===== config.mk =====
export PLATFORM = sky130hd
export DESIGN_NAME = ccss_core
export DESIGN_NICKNAME = d
export VERILOG_FILES = /design/src/ccss_pkg.sv /design/src/ccss_core.sv
export SDC_FILE = /design/constraint.sdc
export NUM_CORES = 1
export LEC_CHECK = 0
export BUFFER_PORTS_ARGS = -buffer_cell sky130_fd_sc_hd__buf_4
export CORE_ASPECT_RATIO = 1.5
export CORE_MARGIN = 2
export CORE_UTILIZATION = 44
export CTS_CLUSTER_DIAMETER = 50
export DETAILED_ROUTE_END_ITERATION = 10
export PLACE_DENSITY_LB_ADDON = 0.2
export SETUP_SLACK_MARGIN = 0.02
export SYNTH_ARGS = -nofsm -noshare
export SYNTH_HDL_FRONTEND = slang
export SYNTH_SLANG_ARGS = --single-unit

===== constraint.sdc =====
create_clock -name core_clk_in -period 1.6 [get_ports core_clk_in]
set_clock_uncertainty 0.05 [all_clocks]
set_input_delay 0.32 -clock core_clk_in [delete_from_list [all_inputs] [get_ports core_clk_in]]
set_output_delay 0.32 -clock core_clk_in [all_outputs]
set_load 0.01 [all_outputs]

===== src/ccss_pkg.sv =====
package ccss_pkg;
  // ---------------------------------------------------------------
  // Register map
  // ---------------------------------------------------------------
  localparam logic [7:0] CLOCK_SPEED_CONTROL_ADDR = 8'h8F;
  localparam logic [7:0] CLOCK_SPEED_CONTROL_RST  = 8'h00;
  localparam int         BIT_DOUBLE_SPEED_MODE    = 0;
  localparam int         BIT_TIMER_ZERO           = 1;
  localparam int         BIT_TIMER_ONE            = 2;
  localparam int         BIT_TIMER_TWO            = 3;
  localparam int         BIT_SERIAL               = 4;
  localparam int         BIT_COUNTER_ARRAY        = 5;
  localparam int         BIT_WDOG                 = 6;
  localparam int         NUM_PERIPH               = 6;
  localparam logic [7:0] UNMAPPED_READ            = 8'h00;
  // ---------------------------------------------------------------
  // Timing
  // ---------------------------------------------------------------
  localparam logic [3:0] STD_PERIODS    = 4'hC;
  localparam logic [3:0] DOUBLE_PERIODS = 4'h6;
  localparam logic [3:0] PHASE_LAST     = 4'hB;

  typedef struct packed {
    logic [7:0] addr;
    logic [7:0] wdata;
    logic       wr;
    logic       rd;
  } ccss_bus_s;

  typedef struct packed {
    logic [6:0] ctrl;
    logic       half_tgl;
    logic [3:0] phase;
    logic       cpu_en;
    logic [5:0] periph_en;
    logic [7:0] rdata;
    logic       double_active;
  } ccss_state_s;
endpackage


===== src/ccss_core.sv =====
// The implementer's own choice: the address-and-strobe port.
`timescale 1ns/1ps
// What this block does
// - Machine cycle is 12 or 6 clocks
// - Reset starts in standard speed
// - Standard speed divides oscillator by two
// - Mode bit speeds CPU and all peripherals by default
// - Peripheral doubles only when its bit clear
// - Mode change applied on divided clock edge
// - Boot bit forces double speed after reset
// - Register at 8Fh with documented bit order
// - Doubled peripheral sees half timebase period
// - Peripheral bit selects 6 or 12 periods
// - Peripheral bits matter only in double mode
// - Control bits reset to zero
module ccss_core (
  // Clock and reset
  input  wire logic       core_clk_in,
  input  wire logic       reset_n_in,
  // Nonvolatile boot option
  input  wire logic       boot_double_speed_in,
  // Register port
  input  wire logic [7:0] addr_in,
  input  wire logic [7:0] wdata_in,
  input  wire logic       wr_in,
  input  wire logic       rd_in,
  output logic      [7:0] rdata_out,
  // Timebase strobes
  output logic            cpu_cycle_en_out,
  output logic      [5:0] periph_cycle_en_out,
  output logic            double_active_out
);
  ccss_pkg::ccss_state_s state_reg;
  ccss_pkg::ccss_state_s state_next;
  ccss_pkg::ccss_bus_s   bus;
  logic                  boot_seen_reg;

  assign bus.addr  = addr_in;
  assign bus.wdata = wdata_in;
  assign bus.wr    = wr_in;
  assign bus.rd    = rd_in;

  function automatic logic hit(input logic [7:0] a);
    hit = (a == ccss_pkg::CLOCK_SPEED_CONTROL_ADDR);
  endfunction

  // ---------------------------------------------------------------
  // Next state
  // ---------------------------------------------------------------
  always_comb begin
    logic       edge_div;
    logic       tick;
    logic       half_mid;
    logic       mode;
    logic [3:0] ph;
    edge_div   = 1'b0;
    tick       = 1'b0;
    half_mid   = 1'b0;
    mode       = 1'b0;
    ph         = 4'h0;
    state_next = state_reg;
    // Divided clock rises when toggle goes 0 to 1
    edge_div   = ~state_reg.half_tgl;
    state_next.half_tgl = ~state_reg.half_tgl;
    if (bus.wr && hit(bus.addr)) begin
      // Bit 7 dropped: reserved, never stored
      state_next.ctrl[6:1] = bus.wdata[6:1];
      state_next.ctrl[0]   = bus.wdata[0];
    end
    // Mode latched only at divided-clock edge, avoids short cycles
    mode = state_reg.double_active;
    if (edge_div && state_reg.phase == 4'h0) begin
      mode = state_reg.ctrl[ccss_pkg::BIT_DOUBLE_SPEED_MODE];
    end
    state_next.double_active = mode;
    // Phase counts oscillator clocks, wraps at 12
    ph = (state_reg.phase == ccss_pkg::PHASE_LAST) ? 4'h0
         : state_reg.phase + 4'h1;
    state_next.phase = ph;
    tick     = (state_reg.phase == 4'h0);
    half_mid = (state_reg.phase == ccss_pkg::DOUBLE_PERIODS);
    // CPU: 12 clocks standard, 6 in double speed
    state_next.cpu_en = tick || (state_reg.double_active && half_mid);
    for (int i = 0; i < ccss_pkg::NUM_PERIPH; i++) begin
      // Doubled only in double mode with own bit clear
      if (state_reg.double_active &&
          !state_reg.ctrl[i + 1]) begin
        state_next.periph_en[i] = tick || half_mid;
      end else begin
        state_next.periph_en[i] = tick;
      end
    end
    state_next.rdata = ccss_pkg::UNMAPPED_READ;
    if (bus.rd && hit(bus.addr)) begin
      state_next.rdata = {1'b0, state_reg.ctrl};
    end
  end

  // ---------------------------------------------------------------
  // Registers
  // ---------------------------------------------------------------
  always_ff @(posedge core_clk_in) begin
    if (!reset_n_in) begin
      state_reg     <= '0;
      boot_seen_reg <= 1'b0;
    end else begin
      state_reg     <= state_next;
      boot_seen_reg <= 1'b1;
      // Boot option sampled once at first edge after release
      if (!boot_seen_reg && boot_double_speed_in) begin
        state_reg.ctrl[ccss_pkg::BIT_DOUBLE_SPEED_MODE] <= 1'b1;
        state_reg.double_active                         <= 1'b1;
      end
    end
  end

  assign rdata_out           = state_reg.rdata;
  assign cpu_cycle_en_out    = state_reg.cpu_en;
  assign periph_cycle_en_out = state_reg.periph_en;
  assign double_active_out   = state_reg.double_active;
endmodule


Word level (Yosys, flattened, before mapping)
Index checks and enable logic that the tools add are counted.
{"block": "totals", "register_bits": 29, "inputBits": 21, "out_inout_bits": 16, "word_cells": 52}
{"block": "op_classes", "addsub": 1, "n_eq_ne": 3, "muxes": 11, "bitwise": 2, "n_reduce_logical": 25}
{"operator": "$logic_and 1x1->1", "n": 11}
{"operator": "$mux 1", "n": 11}
{"operator": "$eq 8x8->1 const B", "n": 1}
{"operator": "$logic_not 1->1", "n": 7}
{"operator": "$add 4x1->4 const B", "n": 1}
{"operator": "$eq 4x3->1 const B", "n": 1}
{"operator": "$eq 4x4->1 const B", "n": 1}
{"operator": "$logic_not 4->1", "n": 1}
{"operator": "$reduce_bool 2->1", "n": 2}
{"operator": "$logic_or 1x1->1", "n": 2}
{"operator": "$not 1->1", "n": 2}
{"operator": "$reduce_and 2->1", "n": 1}
{"operator": "$reduce_or 2->1", "n": 1}

Longest topological paths before layout
Gate-level depths: netlist of the first run.
{"block": "depth", "depth_word": 4, "depth_mapped": 6, "mapped_depth_nobuf": 5}

Worst setup path after synthesis of the first run
No wires, ideal clock.
{"block": "synth_path", "path_type": "reg2reg", "startpoint": "reg state_reg[16] (netlist bit)", "endpoint": "reg state_reg (netlist bit double_active_out)", "setup_time_ps": 122, "arrival_ps": 1591, "t_required_ps": 1428, "slack_ps": -162, "stages_incl_launch_ff": 7, "n_path_buf": 1, "period_less_slack_ps": 1762, "cell_sequence": "dfxtp_1 inv_1 ha_1 or3b_1 buf_2 or4_1 o311a_1"}
{"block": "synth_between", "elab_chain_cells": 3}
{"element": "start: declaration", "line": "ccss_core.sv:33", "source": "ccss_pkg::ccss_state_s state_reg;"}
{"element": "start signal: assignment", "line": "ccss_core.sv:107", "source": "state_reg <= state_next;"}
{"element": "$logic_not 4->1", "line": "ccss_core.sv:72", "source": "if (edge_div && state_reg.phase == 4'h0) begin"}
{"element": "$logic_and 1x1->1", "line": "ccss_core.sv:72"}
{"element": "$reduce_bool 2->1 (no source line)"}
Every way passes these cells.
A chain may end at the register's enable or synchronous reset.

Final worst setup path of the first run
Same ends and word-level chain as after synthesis.

==> flow_summary_export.csv, run 1 <==
group,metric,value,unit
timing,rsz0062_at_grt,"true",
hold_path,min_path_cells,1,
clocking,clk_latency,0.32,ns
place,gp_congestion,0.725,
route,via_per_inst,5.00,
grt,overflow,0,
route,drt_iter0_markers,14,
timing,period_share,103,%
run_status,violations,"setup timing",
place,place_ws,-0.112,ns
worst_setup_path,ff2ff_setup_slack,-0.04,ns
clocking,cts_tree,"done",
timing,setup_ws,-0.0442,ns
hold_path,min_to,"boot_seen_reg",
final_layout,largest_reg_flops,12,
die,core,0.00242,mm^2
grt,grt_use_total,15.7,%
grt,grt_pass1_wl,3460,um
clocking,clock_sinks,28,
timing,max_freq,608,MHz
route,drc_errors,0,
grt,grt_max_degree,20,
power,p_sw,295,uW
die,die_h,65.8,um
power,peakVddDrop,635,uV
worst_setup_path,crit_type,"flop to flop",
yosys,seq_area_frac_synth,50.1,%
grt,antenna_found_initial,0,
timing,drv_slew,0,
power,p_sw_share,21.3,%
worst_setup_path,cp_max_fo,2,
worst_setup_path,critPathMaxStageDelay,0.47,ns
worst_setup_path,cp-start-kind,"flop",
final_layout,multi_input_area,435,um^2
timing,finalHoldViolCount,0,
clocking,cts-buffers-inserted,3,
clocking,cts.clk_slew.worst_paths,0.14,ns
final_layout,drive_above_1_share,38.5,%
route,drtPass1Iterations,4,
worst_setup_path,reg2reg_to,"double_active_out",
yosys,synth_cells,113,
worst_setup_path,worstPathCellList,"inv_2 -> ha_4 -> or3b_1 -> or4_1 -> o311a_1",
die,die_w,45.2,um
grt,grt_pass1_vias,857,
timing,setup_viol,1,
yosys,avgSynthCellArea,9.91,um^2
place,dpl.hpwl,1530,um
clocking,htree_levels,1,
power,p_int,1090,uW
worst_setup_path,cp.required,1.78,ns
flow_run,cap_violations,0,
yosys,yosys_warnings,0,
worst_setup_path,crit_path_end_kind,"flop",
yosys,async_flop_share,0,%
worst_setup_path,slowest_stage,"or4_1",
hold_path,hp-start,"reset_n_in",
die,std_cell_rows,22,
yosys,synth-edff-count,0,
power,total_power,1390,uW
clocking,cts_root_buf,"clkbuf_4",
yosys,synth_nets,137,
yosys,synth.ff_latch_count,28,
clocking,holdBufCountCts,0,
route,routed_wl,1980,um
final_layout,fillers,232,
power,p_clk_share,32.7,%
yosys,synth_cell_types,30,
power,power_density,966,mW/mm^2
yosys,ys.flop_type,"dfxtp_1",
final_layout,seq_area,563,um^2
route,wire_per_inst,11.9,um
final_layout,num_antenna_cells,0,
die,start_util,46.2,%
final_layout,layout.nets,168,
die,ios,37,
hold_path,worst_hold_path_type,"primary input to flop",
clocking,cts.repair.resized,0,
power,pwr-share-comb,13.6,%
place,portBuffers,34,
yosys,netlist_area,0.00112,mm^2
power,p_leak,0.000669,uW
worst_setup_path,worstPathArrival,1.83,ns
route,ant_nets,0,
power,pwr-share-seq,53.8,%
die,dieArea,0.00297,mm^2
final_layout,utilization,59.2,%
final_layout,areaGrowthSynthToFinish,28.2,%
timing,finalCriticalPeriod,1.64,ns
worst_setup_path,worstRegToRegCells,5,
run_status,status,"complete, but fails checks",
route,vias,835,
worst_setup_path,timing.rr.start,"state_reg[16]",
clocking,clock_path_buffers,2,
cell usage in the layout, fill, tap and decap left out, drive strengths merged:
cell type / synthesis / layout
dfxtp: 28 / 28
or3b: 2 / 2
nand3b: 1 / 1
ha: 3 / 3
nand2b: 1 / 1
nand3: 1 / 1
a211o: 1 / 1
a21oi: 7 / 7
o311a: 2 / 2
o21ai: 1 / 1
inv: 5 / 5
and3b: 1 / 1
clkbuf: 2 / 3
or4: 2 / 2
mux2i: 7 / 7
nor2: 4 / 4
or2b: 1 / 1
nor2b: 1 / 1
and3: 2 / 2
conb: 1 / 1
bufinv: 0 / 1
or4b: 1 / 1
nor3: 2 / 2
and2: 7 / 7
nand4: 1 / 1
buf: 15 / 43
nand2: 13 / 13
a21boi: 1 / 1
per-stage QoR:
| step | std cells | setup TNS (ns) | instance area (um^2) | hold slack (ns) |
|---|---|---|---|---|
| 2_1_floorplan | 113 | -0.127 | 1140 | 0.298 |
| 6_report | 167 | -0.0442 | 1440 | 0.180 |
| 4_1_cts | 167 | -0.0488 | 1440 | 0.171 |
| 3_3_place_gp | 162 | -0.300 | 1380 | 0.373 |
| 5_1_grt | 167 | -0.117 | 1440 | 0.159 |
| 3_5_place_dp | 162 | -0.485 | 1380 | 0.383 |
critical path, delay by kind of cell, from the launching register on:
| kind | cells | cell delay [ns] |
|---|---|---|
| compound gates | 1 | 0.13 |
| fa+ha+maj | 1 | 0.12 |
| buf+inv | 1 | 0.07 |
| flops | 1 | 0.35 |
| simple gates | 2 | 0.82 |
logic make-up (layout without fill, tap and decap cells):
group	Yosys count	after routing	share of synthesized area (%)
AOI/OAI and AO/OA	12	12	6.82
adders and majority gates	3	3	3.35
buffers and inverters	22	52	12.2
DFF	28	28	50.1
muxes	7	7	6.26
other	1	1	0.335
and+or+nand+nor	40	40	21.0
metal layers:
metal	track usage (%)	vias up	wire [um]
li1	-	422	-
met1	14.7	393	669
met2	30.9	16	1200
met3	3.01	4	85
met4	6.62	0	32
met5	0	-	0
how the worst max path moves through the flow:
stage	slack, ns	depth (start not counted)	end	startpoint
after CTS	-0.05	5	double_active_out	state_reg[16]
after global routing	-0.12	5	double_active_out	state_reg[16]
after floorplan	-0.13	6	double_active_out	state_reg[17]
after detailed placement	-0.11	4	state_reg[21]	addr_in[5]
final	-0.04	5	double_active_out	state_reg[16]
after global placement	-0.1	4	state_reg[21]	addr_in[5]
power groups by stage:
stage                     registers, uW  logic, uW  clock network, uW
after floorplan                     764        108                  0
after global placement              760        180                  0
after detailed placement            761        186                  0
after CTS                           746        192                467
after global routing                749        213                491
final                               745        188                453
cell type report:
class,instances,area share [%]
Inverter,5,1.31
Clock inverter,1,2.09
Multi-Input combinational cell,63,30.3
Tap cell,24,2.09
Clock buffer,3,1.57
Timing Repair Buffer,43,23.4
Sequential cell,28,39.2
Yosys cell counts (all sizes together) (2+ instances only):
cell type / n / area [um^2]
dfxtp: 28 / 561
buf: 15 / 110
nand2: 13 / 48.8
a21oi: 7 / 35.0
and2: 7 / 43.8
mux2i: 7 / 70.1
inv: 5 / 18.8
nor2: 4 / 15.0
ha: 3 / 37.5
and3: 2 / 12.5
clkbuf: 2 / 7.51
nor3: 2 / 21.3
o311a: 2 / 20.0
or3b: 2 / 17.5
or4: 2 / 15.0
repair_timing:
action / 4_1_cts / 5_1_grt
buffers inserted: 1 / 0
cloned: 0 / 0
setup endpoints to repair: 1 / 1
endpoints found under the hold margin: 0 / 0
Power figures use the tool's default switching activity.
==> run 2: changes to the inputs <==
--- a/config.mk
+++ b/config.mk
@@ -6,9 +6,9 @@
 export NUM_CORES = 1
 export LEC_CHECK = 0
 export BUFFER_PORTS_ARGS = -buffer_cell sky130_fd_sc_hd__buf_4
-export CORE_ASPECT_RATIO = 1.5
+export CORE_ASPECT_RATIO = 1.2
 export CORE_MARGIN = 2
-export CORE_UTILIZATION = 44
+export CORE_UTILIZATION = 30
 export CTS_CLUSTER_DIAMETER = 50
 export DETAILED_ROUTE_END_ITERATION = 10
 export PLACE_DENSITY_LB_ADDON = 0.2
==> run 2 against run 1 <==
Compared with the run above: worst setup slack got worse by 0.027 ns; largest power group unchanged; die area grew 43%; core utilization is 18 points lower; via count shrank 4.3%; global-route usage shrank 5.8 points; design area up 2.5%; combinational power about the same; critical path depth unchanged; the flow still finishes with violations (setup timing); non-clock buffer count down 1; critical endpoint unchanged.
==> flow_summary_export.csv, run 2 (synthesized netlist as in run 1, its figures left out) <==
group,metric,value,unit
worst_setup_path,worstPathCellList,"inv_2 -> ha_4 -> or3b_4 -> or4_4 -> o311a_1",
flow_run,cap_violations,0,
final_layout,layout.nets,167,
die,start_util,31.1,%
timing,rsz0062_at_grt,"true",
route,drc_errors,0,
final_layout,layoutNonFillerInstCount,181,
power,power_density,1010,mW/mm^2
route,vias,799,
timing,timing.setup.tns,-0.0708,ns
worst_setup_path,crit_type,"flop to flop",
final_layout,final_area,0.00147,mm^2
worst_setup_path,cp-endpoint,"double_active_out",
place,dpl.cell_count,177,
timing,finalCriticalPeriod,1.67,ns
final_layout,drive_above_1_share,39.4,%
timing,max_freq,599,MHz
route,ant_nets,0,
worst_setup_path,worstPathArrival,1.78,ns
power,peakVddDrop,376,uV
route,routed_wl,2030,um
worst_setup_path,crit_path_end_kind,"flop",
final_layout,final_cell_mix,"buf_4 (41), dfxtp_1 (26), nand2_1 (13)",
grt,grt_pass1_wl,3200,um
timing,drv_slew,0,
worst_setup_path,crit_cells,5,
die,ios,37,
grt,antenna_found_initial,0,
worst_setup_path,cp.required,1.71,ns
hold_path,worst_hold_path_type,"primary input to flop",
grt,overflow,0,
place,portBuffers,34,
power,total_power,1480,uW
route,drtPass1Iterations,4,
route,wire_per_inst,11.2,um
clocking,cts-buffers-inserted,3,
run_status,violations,"setup timing",
worst_setup_path,reg2reg_to,"double_active_out",
clocking,clk_latency,0.27,ns
die,core,0.00360,mm^2
clocking,cts_root_buf,"clkbuf_8",
clocking,cts.clk_slew.worst_paths,0.10,ns
timing,setup_viol,1,
place,place_ws,-0.101,ns
place,dpl-instance-area,0.00139,mm^2
clocking,clock_sinks,28,
clocking,clock_path_buffers,2,
die,die_h,70.9,um
worst_setup_path,crit_buf_inv,1,
place,gp_congestion,0.705,
timing,period_share,104,%
worst_setup_path,worstRegToRegCells,5,
hold_path,min_path_cells,3,
grt,grt_use_total,9.99,%
grt,grt_pass1_vias,769,
run_status,status,"complete, but fails checks",
route,drt_iter0_markers,15,
clocking,cts_tree,"done",
timing,setup_ws,-0.0708,ns
worst_setup_path,critPathMaxStageDelay,0.48,ns
die,die_w,59.8,um
worst_setup_path,critical-path-top-delay-family,"simple AND/OR/NAND/NOR gates",
grt,grt_max_degree,20,
final_layout,largest_reg_flops,12,
worst_setup_path,slowest_stage,"or4_4",
clocking,cts_setup_buffers,0,
worst_setup_path,crit_start,"state_reg[16]",
clocking,htree_levels,1,
worst_setup_path,cp_max_fo,2,
route,via_per_inst,4.41,
place,dpl.hpwl,1510,um
worst_setup_path,cp-start-kind,"flop",
final_layout,areaGrowthSynthToFinish,31.4,%
timing,finalHoldViolCount,0,
worst_setup_path,ff2ff_setup_slack,-0.07,ns
die,dieArea,0.00424,mm^2
worst_setup_path,timing.rr.start,"state_reg[16]",
die,std_cell_rows,24,
power,p_leak,0.000673,uW
final_layout,final_common_cell,"buf_4",
final_layout,num_antenna_cells,0,
==> run 2: cell types whose count changed in the layout (fill, tap and decap cells not counted), sizes merged <==
cell / before / now
buf: 43 / 42
==> run 2: metrics by stage <==
stage	util [%]	hold slack [ns]
floorplan	-	0.298
global route	40.8	0.246
finish	40.8	0.246
detailed placement	38.7	0.382
CTS	40.7	0.245
global placement	38.7	0.372
==> run 2: what timing repair did <==
action	CTS	global route
gates resized for setup	0	2
setup endpoints to repair	1	1
hold buffers	0	0
==> run 2: routing by layer <==
layer	global-route usage, %	share of wire (%)	vias up
li1	-	-	417
met1	10.5	41	366
met2	19.0	55	14
met3	1.65	3.6	2
met4	3.70	0.69	0
met5	0	0	-
==> run 2: cell type report <==
type	instances	area, um^2
clock inverter	1	30.0
timing repair buffer	42	328
multi-input combinational	63	442
inverter	5	18.8
sequential	28	563
clock buffer	3	41.3
fill	365	2130
tap	39	48.8
==> run 2: worst register-to-register path, stage by stage, from the launching register on <==
cell and delay [ns]:
dfxtp_2 0.34, inv_2 0.07, ha_4 0.12, or3b_4 0.37, or4_4 0.48, o311a_1 0.13
==> run 2: where the power goes <==
part	total [uW]	switching, uW	internal, uW
logic	190	82.3	108
clock network	548	213	335
registers	745	14.3	731
total	1480	310	1170
==> run 2: worst min path at each step <==
stage	start	to	slack, ns
6_report	wdata_in[4]	state_reg[25]	0.25
5_1_grt	reset_n_in	boot_seen_reg	0.25
3_3_place_gp	state_reg[20]	state_reg[20]	0.37
3_5_place_dp	state_reg[20]	state_reg[20]	0.38
2_1_floorplan	reset_n_in	boot_seen_reg	0.30
4_1_cts	wdata_in[4]	state_reg[25]	0.25
==> run 3: changes to the inputs <==
==> constraint.sdc (replaced) <==
create_clock -name core_clk_in -period 2.05 [get_ports core_clk_in]
set_clock_uncertainty 0.05 [all_clocks]
set_input_delay 0.41 -clock core_clk_in [delete_from_list [all_inputs] [get_ports core_clk_in]]
set_output_delay 0.41 -clock core_clk_in [all_outputs]
set_load 0.01 [all_outputs]
==> run 3 against run 2 <==
Compared with the run above: the flow now finishes without violations; first-iteration DRC count down 53%; maximum frequency down 2.4%; worst hold slack better by 0.092 ns; sequential power shrank 22%; design area shrank 6.0%; critical path type unchanged; combinational power is 33% lower; final cell count is 2.8% lower; worst setup slack better by 0.41 ns; global-route usage is 0.22 points lower; largest power group unchanged.
==> flow_summary_export.csv, run 3 (synthesized netlist as in run 1, its figures left out) <==
group,metric,value,unit
final_layout,final_common_cell,"buf_4",
worst_setup_path,timing.rr.start,"state_reg[16]",
grt,grt_max_degree,20,
timing,max_freq,584,MHz
final_layout,drive_above_1_share,32.1,%
power,power_density,750,mW/mm^2
clocking,cts.clk_slew.worst_paths,0.09,ns
grt,grt_pass1_vias,736,
hold_path,min_path_cells,1,
final_layout,fillers,370,
timing,finalCriticalPeriod,1.71,ns
place,gp_congestion,0.677,
clocking,cts_tree,"done",
final_layout,seq_area,561,um^2
grt,grt_use_total,9.77,%
route,drt_iter0_markers,7,
die,std_cell_rows,24,
run_status,status,"finished, final reports clean",
worst_setup_path,slowest_stage,"or4_1",
worst_setup_path,reg2reg_to,"double_active_out",
grt,overflow,0,
flow_run,cap_violations,0,
die,ios,37,
final_layout,areaGrowthSynthToFinish,23.6,%
timing,timing.setup.tns,0,ns
hold_path,hp-start,"reset_n_in",
route,wire_per_inst,11.0,um
clocking,cts_root_buf,"clkbuf_8",
clocking,cts-buffers-inserted,3,
grt,grt_pass1_wl,3190,um
die,dieArea,0.00424,mm^2
timing,rsz0062_at_grt,"false",
worst_setup_path,critPathMaxStageDelay,0.47,ns
final_layout,multi_input_area,423,um^2
final_layout,largest_reg_flops,12,
route,drc_errors,0,
hold_path,min_to,"boot_seen_reg",
final_layout,final_cell_mix,"buf_4 (37), dfxtp_1 (28), nand2_1 (13)",
worst_setup_path,worstPathArrival,1.82,ns
final_layout,final_area,0.00138,mm^2
worst_setup_path,worstRegToRegCells,5,
clocking,clk_latency,0.26,ns
route,via_per_inst,4.41,
power,peakVddDrop,298,uV
route,ant_nets,0,
worst_setup_path,cp_max_fo,4,
route,vias,776,
die,die_h,70.9,um
worst_setup_path,crit_path_end_kind,"flop",
final_layout,layout.nets,162,
worst_setup_path,cp.required,2.16,ns
place,dpl-instance-area,0.00133,mm^2
place,portBuffers,34,
worst_setup_path,ff2ff_setup_slack,0.34,ns
final_layout,num_antenna_cells,0,
timing,finalHoldViolCount,0,
timing,drv_slew,0,
place,place_ws,0.128,ns
clocking,cts.repair.resized,0,
hold_path,worst_hold_path_type,"primary input to flop",
route,routed_wl,1940,um
route,drtPass1Iterations,2,
die,core,0.00360,mm^2
grt,antenna_found_initial,0,
clocking,htree_levels,1,
die,start_util,31.1,%
worst_setup_path,worstPathCellList,"inv_1 -> ha_1 -> or3b_1 -> or4_1 -> o311a_1",
worst_setup_path,crit_buf_inv,1,
worst_setup_path,crit_type,"flop to flop",
clocking,clock_sinks,28,
clocking,cts_setup_buffers,0,
timing,setup_ws,0.338,ns
worst_setup_path,cp-start-kind,"flop",
clocking,clock_path_buffers,2,
timing,period_share,83.5,%
place,dpl.hpwl,1470,um
die,die_w,59.8,um
power,p_leak,0.000636,uW
timing,setup_viol,0,
clocking,holdBufCountCts,0,
worst_setup_path,critical-path-top-delay-family,"simple AND/OR/NAND/NOR gates",
## run 3: report_power, final
group	internal (uW)	switching (uW)
clock network	171	157
logic	69.8	57.1
registers	570	12.9
total	811	227
## run 3: routing by layer
layer / track usage [%] / up-vias / wire [um]
met2: 16.9 / 15 / 1010
li1: - / 406 / -
met4: 5.43 / 0 / 59
met5: 0 / - / 0
met1: 10.7 / 349 / 801
met3: 2.01 / 6 / 70
## run 3: through the flow
step / std cells / power, uW / hold WS (ns) / util, %
global placement: 172 / 722 / 0.375 / 36.9
global route: 176 / 1090 / 0.332 / 38.4
floorplan: 113 / 672 / 0.360 / -
finish: 176 / 1040 / 0.338 / 38.4
CTS: 176 / 1050 / 0.337 / 38.4
detailed placement: 172 / 724 / 0.380 / 36.9
## run 3: cell type report
| type | count | area share [%] |
|---|---|---|
| tap | 39 | 3.53 |
| inverter | 5 | 1.36 |
| multi-input combinational | 63 | 30.6 |
| timing repair buffer | 37 | 20.1 |
| sequential | 28 | 40.5 |
| clock buffer | 4 | 3.98 |
## run 3: worst max path at each step
| stage | start | end | slack, ns | cells past startpoint |
|---|---|---|---|---|
| 3_3_place_gp | addr_in[5] | state_reg[21] | 0.14 | 4 |
| 2_1_floorplan | addr_in[5] | state_reg[21] | 0.28 | 3 |
| 6_report | state_reg[16] | double_active_out | 0.34 | 5 |
| 4_1_cts | state_reg[16] | double_active_out | 0.33 | 5 |
| 3_5_place_dp | addr_in[5] | state_reg[21] | 0.13 | 4 |
| 5_1_grt | state_reg[16] | double_active_out | 0.25 | 5 |
